<file path="config.mk">
export PLATFORM = sky130hd
export DESIGN_NAME = sas_sequencer
export DESIGN_NICKNAME = d
export VERILOG_FILES = /design/src/sas_prescaler.v /design/src/sas_result_lock.v /design/src/sas_sequencer.v
export VERILOG_INCLUDE_DIRS = /design/src
export SDC_FILE = /design/constraint.sdc
export NUM_CORES = 1
export LEC_CHECK = 0
export ABC_AREA = 1
export BUFFER_PORTS_ARGS = -buffer_cell sky130_fd_sc_hd__buf_2
export CORE_UTILIZATION = 56
export CTS_CLUSTER_DIAMETER = 50
export DETAILED_ROUTE_END_ITERATION = 16
export GPL_TIMING_DRIVEN = 1
export PLACE_DENSITY = 0.83
export SLEW_MARGIN = 25
export SYNTH_ARGS = -nofsm -noshare
export SYNTH_HDL_FRONTEND = slang
export SYNTH_SLANG_ARGS = --single-unit
</file>
<file path="constraint.sdc">
create_clock -name sys_clk -period 2.8 [get_ports sys_clk]
set_clock_uncertainty 0.1 [all_clocks]
set_input_delay 0.42 -clock sys_clk [delete_from_list [all_inputs] [get_ports sys_clk]]
set_output_delay 0.42 -clock sys_clk [all_outputs]
set_load 0.05 [all_outputs]
</file>
<file path="src/sas_defines.vh">
// Constants for the converter sequencer: register offsets, field positions,
// reset values and cycle counts in converter clock periods.
// Assumes inclusion by bare name from every design file of the block.
`ifndef SAS_DEFINES_VH
`define SAS_DEFINES_VH

// Register offsets on the plain register port
`define SAS_OFS_RESULT_LOW 8'h04
`define SAS_OFS_RESULT_HIGH 8'h05
`define SAS_OFS_CTRL_STATUS 8'h06
`define SAS_OFS_CHANNEL 8'h07

// Control, status and channel field positions
`define SAS_BIT_ENABLE 7
`define SAS_BIT_START 6
`define SAS_BIT_DONE_FLAG 4
`define SAS_BIT_IRQ_EN 3
`define SAS_DIV_MSB 2
`define SAS_DIV_LSB 0
`define SAS_CHAN_MSB 2
`define SAS_CHAN_LSB 0

// Reset values
`define SAS_RST_DIV 3'h0
`define SAS_RST_CHAN 3'h0
`define SAS_RST_RESULT 10'h000
`define SAS_ZERO_BYTE 8'h00

// Conversion timing in converter clock cycles, counted from the start edge
`define SAS_DUMMY_CYCLES 5'h0D
`define SAS_NO_DUMMY 5'h00
`define SAS_SAMPLE_CYC 5'h01
`define SAS_RESULT_CYC 5'h0D
`define SAS_TOTAL_CYC 5'h0F

// Prescaler width and result layout
`define SAS_PRESC_W 7
`define SAS_PRESC_ZERO 7'h00
`define SAS_PRESC_ONE 7'h01
`define SAS_RES_HIGH_PAD 6'h00

`endif

</file>
<file path="src/sas_prescaler.v">
// Converter clock prescaler: free counter on sys_clk, divide by 2 to 128.
// Assumes enable and divider select come from the control register.
`default_nettype none
`include "sas_defines.vh"

module sas_prescaler (
   input wire sys_clk,
   input wire rst,
   input wire conv_enable,
   input wire [2:0] clock_divider_select,
   output reg conv_clk,
   output wire fall_tick
);

   reg [`SAS_PRESC_W-1:0] count;

   // Mask of the counter bits below the selected clock bit; code 0 gives none
   function [`SAS_PRESC_W-1:0] div_mask;
      input [2:0] code;
      begin
         div_mask = (`SAS_PRESC_ONE << code) - `SAS_PRESC_ONE;
      end
   endfunction

   // Counter held in reset while disabled, runs from the enable onward
   always @(posedge sys_clk) begin
      if (rst || !conv_enable) begin
         count <= `SAS_PRESC_ZERO;
         conv_clk <= 1'b0;
      end else begin
         count <= count + `SAS_PRESC_ONE;
         conv_clk <= (count & div_mask(clock_divider_select)) >=
                     ((div_mask(clock_divider_select) >> 1) + `SAS_PRESC_ONE) ? 1'b0 : 1'b1;
      end
   end

   // Falling edge of the converter clock; invalid code 0 never ticks
   assign fall_tick = conv_enable && (clock_divider_select != `SAS_RST_DIV) &&
                      ((count & div_mask(clock_divider_select)) == div_mask(clock_divider_select));

endmodule // sas_prescaler
`default_nettype wire

</file>
<file path="src/sas_result_lock.v">
// Result byte pair with read protection between low and high byte reads.
// Assumes one-cycle strobes for result write and for each byte read.
`default_nettype none
`include "sas_defines.vh"

module sas_result_lock (
   input wire sys_clk,
   input wire rst,
   input wire result_write,
   input wire [9:0] result_in,
   input wire rd_low,
   input wire rd_high,
   output wire [7:0] result_low_byte,
   output wire [7:0] result_high_byte,
   output reg locked
);

   reg [9:0] result;

   // A write in the same cycle as the low read is dropped, so the pair stays whole
   always @(posedge sys_clk) begin
      if (rst) begin
         result <= `SAS_RST_RESULT;
         locked <= 1'b0;
      end else begin
         if (result_write && !locked && !rd_low)
            result <= result_in;
         if (rd_low)
            locked <= 1'b1;
         else if (rd_high)
            locked <= 1'b0;
      end
   end

   assign result_low_byte = result[7:0];
   assign result_high_byte = {`SAS_RES_HIGH_PAD, result[9:8]};

endmodule // sas_result_lock
`default_nettype wire

</file>
<file path="src/sas_sequencer.v">
// Control of an 8-input 10-bit successive approximation converter: register
// port, prescaler, single-conversion sequencing, result protection, interrupt.
// Assumes a synchronous register port and an analog core that presents its
// 10-bit result on core_result in the capture cycle, one cycle before the result strobe.
//
// Added by the designer: the address-and-strobe port.
`default_nettype none
`include "sas_defines.vh"

module sas_sequencer (
   input wire sys_clk,
   input wire rst,
   input wire [7:0] bus_addr,
   input wire [7:0] bus_wdata,
   input wire bus_wr,
   input wire bus_rd,
   output reg [7:0] bus_rdata,
   input wire global_irq_en,
   input wire irq_vector_ack,
   output wire conv_done_irq,
   input wire [9:0] core_result,
   output wire core_power,
   output wire core_clk,
   output reg core_busy,
   output reg core_dummy,
   output reg sample_hold_strobe,
   output reg result_strobe,
   output reg [2:0] analog_channel
);

   // Sequencer states
   localparam ST_IDLE = 2'h0;
   localparam ST_CONV = 2'h1;
   localparam ST_GAP = 2'h2;

   // Software-visible control bits
   reg conv_enable;
   reg conv_start;
   reg conv_done_flag;
   reg conv_done_irq_en;
   reg [2:0] clock_divider_select;
   reg [2:0] channel_code;

   // Sequencer state
   reg [1:0] state;
   reg [4:0] cyc;
   reg dummy_run;
   reg first_pending;

   wire fall_tick;
   wire locked;
   wire [7:0] result_low_byte;
   wire [7:0] result_high_byte;

   // Bus decode
   wire wr_ctrl = bus_wr && (bus_addr == `SAS_OFS_CTRL_STATUS);
   wire wr_chan = bus_wr && (bus_addr == `SAS_OFS_CHANNEL);
   wire rd_low = bus_rd && (bus_addr == `SAS_OFS_RESULT_LOW);
   wire rd_high = bus_rd && (bus_addr == `SAS_OFS_RESULT_HIGH);

   // Offset added to every event while the dummy phase precedes the real one
   wire [4:0] off = dummy_run ? `SAS_DUMMY_CYCLES : `SAS_NO_DUMMY;
   wire [4:0] nxt_cyc = cyc + 5'h01;

   // Events on the converter clock falling edge
   wire at_sample = fall_tick && (state == ST_CONV) && (nxt_cyc == off + `SAS_SAMPLE_CYC);
   wire at_result = fall_tick && (state == ST_CONV) && (nxt_cyc == off + `SAS_RESULT_CYC);
   wire at_gap_end = fall_tick && (state == ST_GAP) && (nxt_cyc == off + `SAS_TOTAL_CYC);
   wire launch = fall_tick && conv_start && conv_enable &&
                 ((state == ST_IDLE) || at_gap_end);

   // Enable alone powers the analog core
   assign core_power = conv_enable;

   sas_prescaler u_prescaler (
      .sys_clk(sys_clk),
      .rst(rst),
      .conv_enable(conv_enable),
      .clock_divider_select(clock_divider_select),
      .conv_clk(core_clk),
      .fall_tick(fall_tick)
   );

   sas_result_lock u_result_lock (
      .sys_clk(sys_clk),
      .rst(rst),
      .result_write(at_result),
      .result_in(core_result),
      .rd_low(rd_low),
      .rd_high(rd_high),
      .result_low_byte(result_low_byte),
      .result_high_byte(result_high_byte),
      .locked(locked)
   );

   // Plain control bits written by software
   always @(posedge sys_clk) begin
      if (rst) begin
         conv_enable <= 1'b0;
         conv_done_irq_en <= 1'b0;
         clock_divider_select <= `SAS_RST_DIV;
         channel_code <= `SAS_RST_CHAN;
      end else begin
         if (wr_ctrl) begin
            conv_enable <= bus_wdata[`SAS_BIT_ENABLE];
            conv_done_irq_en <= bus_wdata[`SAS_BIT_IRQ_EN];
            clock_divider_select <= bus_wdata[`SAS_DIV_MSB:`SAS_DIV_LSB];
         end
         if (wr_chan)
            channel_code <= bus_wdata[`SAS_CHAN_MSB:`SAS_CHAN_LSB];
      end
   end

   // Start bit: set by a written one, cleared at result or by disable
   always @(posedge sys_clk) begin
      if (rst) begin
         conv_start <= 1'b0;
      end else if (wr_ctrl && !bus_wdata[`SAS_BIT_ENABLE]) begin
         conv_start <= 1'b0;
      end else if (wr_ctrl && bus_wdata[`SAS_BIT_START]) begin
         conv_start <= 1'b1;
      end else if (at_result) begin
         conv_start <= 1'b0;
      end
   end

   // Done flag: set wins over both clears
   always @(posedge sys_clk) begin
      if (rst) begin
         conv_done_flag <= 1'b0;
      end else if (at_result) begin
         conv_done_flag <= 1'b1;
      end else if (irq_vector_ack || (wr_ctrl && bus_wdata[`SAS_BIT_DONE_FLAG])) begin
         conv_done_flag <= 1'b0;
      end
   end

   // Dummy request is armed every cycle the converter is off
   always @(posedge sys_clk) begin
      if (rst) begin
         first_pending <= 1'b1;
      end else if (!conv_enable) begin
         first_pending <= 1'b1;
      end else if (launch) begin
         first_pending <= 1'b0;
      end
   end

   // Conversion sequencer, stepped only on converter clock falls
   always @(posedge sys_clk) begin
      if (rst) begin
         state <= ST_IDLE;
         cyc <= 5'h00;
         dummy_run <= 1'b0;
         analog_channel <= `SAS_RST_CHAN;
      end else if (!conv_enable || (wr_ctrl && !bus_wdata[`SAS_BIT_ENABLE])) begin
         state <= ST_IDLE;
         cyc <= 5'h00;
         dummy_run <= 1'b0;
      end else if (launch) begin
         state <= ST_CONV;
         cyc <= 5'h00;
         dummy_run <= first_pending;
         analog_channel <= channel_code;
      end else if (fall_tick) begin
         case (state)
            ST_CONV: begin
               cyc <= nxt_cyc;
               if (at_result)
                  state <= ST_GAP;
            end
            ST_GAP: begin
               cyc <= nxt_cyc;
               if (at_gap_end)
                  state <= ST_IDLE;
            end
            default: begin
               cyc <= 5'h00;
            end
         endcase
      end
   end

   // Outputs to the analog core: strobes one sys_clk long, busy and dummy as levels
   always @(posedge sys_clk) begin
      if (rst) begin
         sample_hold_strobe <= 1'b0;
         result_strobe <= 1'b0;
         core_busy <= 1'b0;
         core_dummy <= 1'b0;
      end else begin
         sample_hold_strobe <= at_sample;
         result_strobe <= at_result;
         core_busy <= (state != ST_IDLE);
         core_dummy <= dummy_run && (state == ST_CONV) && (cyc < `SAS_DUMMY_CYCLES);
      end
   end

   // Interrupt request keeps working in idle, so it can wake the processor
   assign conv_done_irq = conv_done_flag && conv_done_irq_en && global_irq_en;

   // Read data one cycle after the strobe; unmapped reads return zero
   always @(posedge sys_clk) begin
      if (rst) begin
         bus_rdata <= `SAS_ZERO_BYTE;
      end else if (bus_rd) begin
         if (bus_addr == `SAS_OFS_CTRL_STATUS)
            bus_rdata <= {conv_enable, conv_start, 1'b0, conv_done_flag, conv_done_irq_en,
                          clock_divider_select};
         else if (bus_addr == `SAS_OFS_CHANNEL)
            bus_rdata <= {5'h00, channel_code};
         else if (bus_addr == `SAS_OFS_RESULT_LOW)
            bus_rdata <= result_low_byte;
         else if (bus_addr == `SAS_OFS_RESULT_HIGH)
            bus_rdata <= result_high_byte;
         else
            bus_rdata <= `SAS_ZERO_BYTE;
      end else begin
         bus_rdata <= `SAS_ZERO_BYTE;
      end
   end

endmodule // sas_sequencer
`default_nettype wire

</file>
==> run summary <==
Ys flop type -> dfxtp_1
Post-DP HPWL -> 4.66 mm
Cell area after layout -> 3250 um2
Yosys top cell by area -> dfxtp_1
Final setup fails -> 0
Total GRT Usage -> 24.0%
Count leader, synth -> nand2_1
WL final -> 6.10 mm
Num rows -> 25
Root Driver -> clkbuf_8
Fin crit period -> 2.58 ns
I/O pin cnt -> 50
Synth Instances -> 415
Max Buffers Root-to-Sink -> 2
Htree depth -> 2
Post-synth net total -> 461
Fin crit share -> 92.2%
Pleak -> 1.46 nW
WS Path Type -> register to register
Least-Margin Pin Slew -> 0.738 ns
Final Hold Slack -> 0.229 ns
Vias -> 2708
Post-synth EDFFs -> 0
Sequential share of the synthesized area -> 37.4%
Initial antenna violation count -> 0
Most frequent cells after synthesis -> nand2_1, inv_1, nor2_1
Detail Route Antenna Nets -> 0
Worst vdd ir -> 0.000290 V
Avg Cell Area, Syn -> 6.84 um2
Initial core utilization -> 59.3%
Average vias per placed instance -> 5.06
Core Region -> 4790 um2
Worst setup margin -> 0.218 ns
Maximum capacitance violations -> 0
Pwr Density -> 377 nW/um2
Initial DRC Count -> 142
Count of different cell masters after synthesis -> 36
Cell area after synthesis -> 2840 um2
Yosys reg bits -> 53
Outcome -> finished, final reports clean
Clock slew at reported path FFs -> 0.10 ns
Yosys top cell area share -> 37.4%
RSZ-0062 raised after global routing -> false
Layout area overhead -> 14.3%
DRC Markers -> 0
Setup TNS -> 0 ns
Gr ovfl total -> 0
Gpl congestion -> 0.877
Clk Latency, worst-skew pair -> 0.31 ns
Fin. Hold Viols -> 0
Total die area -> 5360 um2
Hold Path Class -> input pin to register
Peak Freq -> 387 MHz
Share of cells above drive strength 1 -> 17.1%
Initial DRT Pass Iterations -> 6
Antenna cell count -> 0
Post-DR wirelength/cell -> 11.4 um
Fillers -> 436
Total design power -> 0.00122 W
Pre-CTS WS -> 0.0936 ns
Rel. slew slack -> 50.8%
Die height -> 73.2 um
Number of buffers created by CTS -> 5
Ys Warns -> 0
Number of port buffers -> 48
WP data required -> 2.94 ns
Endpoint class of the critical path -> register
Post-DP Area -> 3140 um2
CTS tree -> done
Final net count -> 513
WP data arrival -> 2.72 ns
Final Max Slew Viols -> 0
Largest net degree at the start of global routing -> 25
CTS Sinks -> 53
Worst setup SP type -> register
First-pass GRT wire length -> 9.98 mm
Ys async rst share -> 0%
Vias in the first global route -> 2404
Die width -> 73.2 um
Top cells by area, synth -> dfxtp_1, nand2_1, inv_1, nor2_1, ha_1
CP Max Fanout -> 5
## worst max-delay path, stage by stage, from the launching register on
cell	delay [ns]
dfxtp_4	0.38
nor2_4	0.14
nand2_1	0.07
ha_1	0.23
nand4_1	0.11
nand2_2	0.08
inv_1	0.06
ha_1	0.19
nand4_1	0.15
or3_1	0.34
ha_1	0.29
a41oi_1	0.21
nand2_1	0.06
a21oi_1	0.11
## logic make-up after synthesis
logic type | count (synthesis) | share of synthesized area, %
AND/OR/NAND/NOR | 208 | 32.9
buffers and inverters | 75 | 10.6
AO/OA/AOI/OAI | 59 | 11.1
flip-flops | 53 | 37.4
adder cells (fa/ha/maj) | 14 | 6.17
XOR/XNOR | 6 | 1.85
## where the power goes
| part | switching [W] | leakage, nW | total [W] | internal, W |
|---|---|---|---|---|
| sequential | 0.000000329 | 0.427 | 0.000753 | 0.000752 |
| combinational | 0.0000281 | 0.998 | 0.0000497 | 0.0000216 |
| clock | 0.000246 | 0.0374 | 0.000422 | 0.000176 |
| total | 0.000274 | 1.46 | 0.00122 | 0.000951 |
## per-stage QoR
| step | util (%) | std cells |
|---|---|---|
| 2_1_floorplan | - | 415 |
| 3_3_place_gp | 65.6 | 526 |
| 3_5_place_dp | 65.6 | 526 |
| 4_1_cts | 67.5 | 534 |
| 5_1_grt | 67.8 | 535 |
| 6_report | 67.8 | 535 |
## cell type report
| cell class | instances | area [um2] | share of cell area [%] |
|---|---|---|---|
| tap | 67 | 83.8 | 2.58 |
| inverter | 68 | 255 | 7.86 |
| multi-input combinational | 287 | 1490 | 45.7 |
| clock inverter | 2 | 15.0 | 0.462 |
| timing repair buffer | 52 | 270 | 8.32 |
| clock buffer | 6 | 72.6 | 2.24 |
| sequential | 53 | 1060 | 32.8 |
## layout by cell type (no fill, tap or decap), types with 2 or more instances in the layout
cell type    n
a31oi_1      2
o21bai_1     2
nor4_1       2
a21oi_1     29
o21ai_0     19
xor2_1       3
o21ai_1      2
clkbuf_8     5
inv_1       63
dfxtp_1     52
nand3_2      2
inv_2        5
ha_1        14
nand4_1     13
nand2_4      2
clkinvlp_4   2
o22ai_1      2
nor3_1       6
buf_2       48
xnor2_1      3
buf_4        4
nand3b_1     2
nor2_1      61
nor2_4       3
nor2_2       2
nand2_2      3
nand3_1     20
nand2_1     86
## final timing paths
path | from | to | slack [ns] | depth (start not counted)
max | clock_divider_select[1]$_SDFFE_PP0P_ | u_prescaler.conv_clk$_SDFF_PP0_ | 0.22 | 13
min | core_result[1] | u_result_lock.result[1]$_SDFFE_PP0P_ | 0.23 | 3
max reg2reg | clock_divider_select[1]$_SDFFE_PP0P_ | u_prescaler.conv_clk$_SDFF_PP0_ | 0.22 | 13
min reg2reg | first_pending$_SDFFE_PP1P_ | first_pending$_SDFFE_PP1P_ | 0.36 | 2
## per-layer routing
metal,GRT usage [%],vias up,part of all wire (%)
met5,0,-,0
met4,11.3,0,1.6
met3,4.56,9,4.4
met2,41.7,72,49
met1,28.5,1204,45
li1,-,1423,-
## state kept, by name, summed over array words and instances (netlist names), 2 cells and up
signal,flops
bus_rdata,8
cyc,5
analog_channel,3
channel_code,3
clock_divider_select,3
u_result_lock.result,10
state,2
u_prescaler.count,7
## what timing repair did
action | 4_1_cts | 5_1_grt
endpoints found under the hold margin | 0 | 0
gates resized for setup | 0 | 7
hold buffers | 0 | 0
setup buffers | 0 | 1
endpoints found under the setup margin | 0 | 11
(Power assumes the default switching activity.)
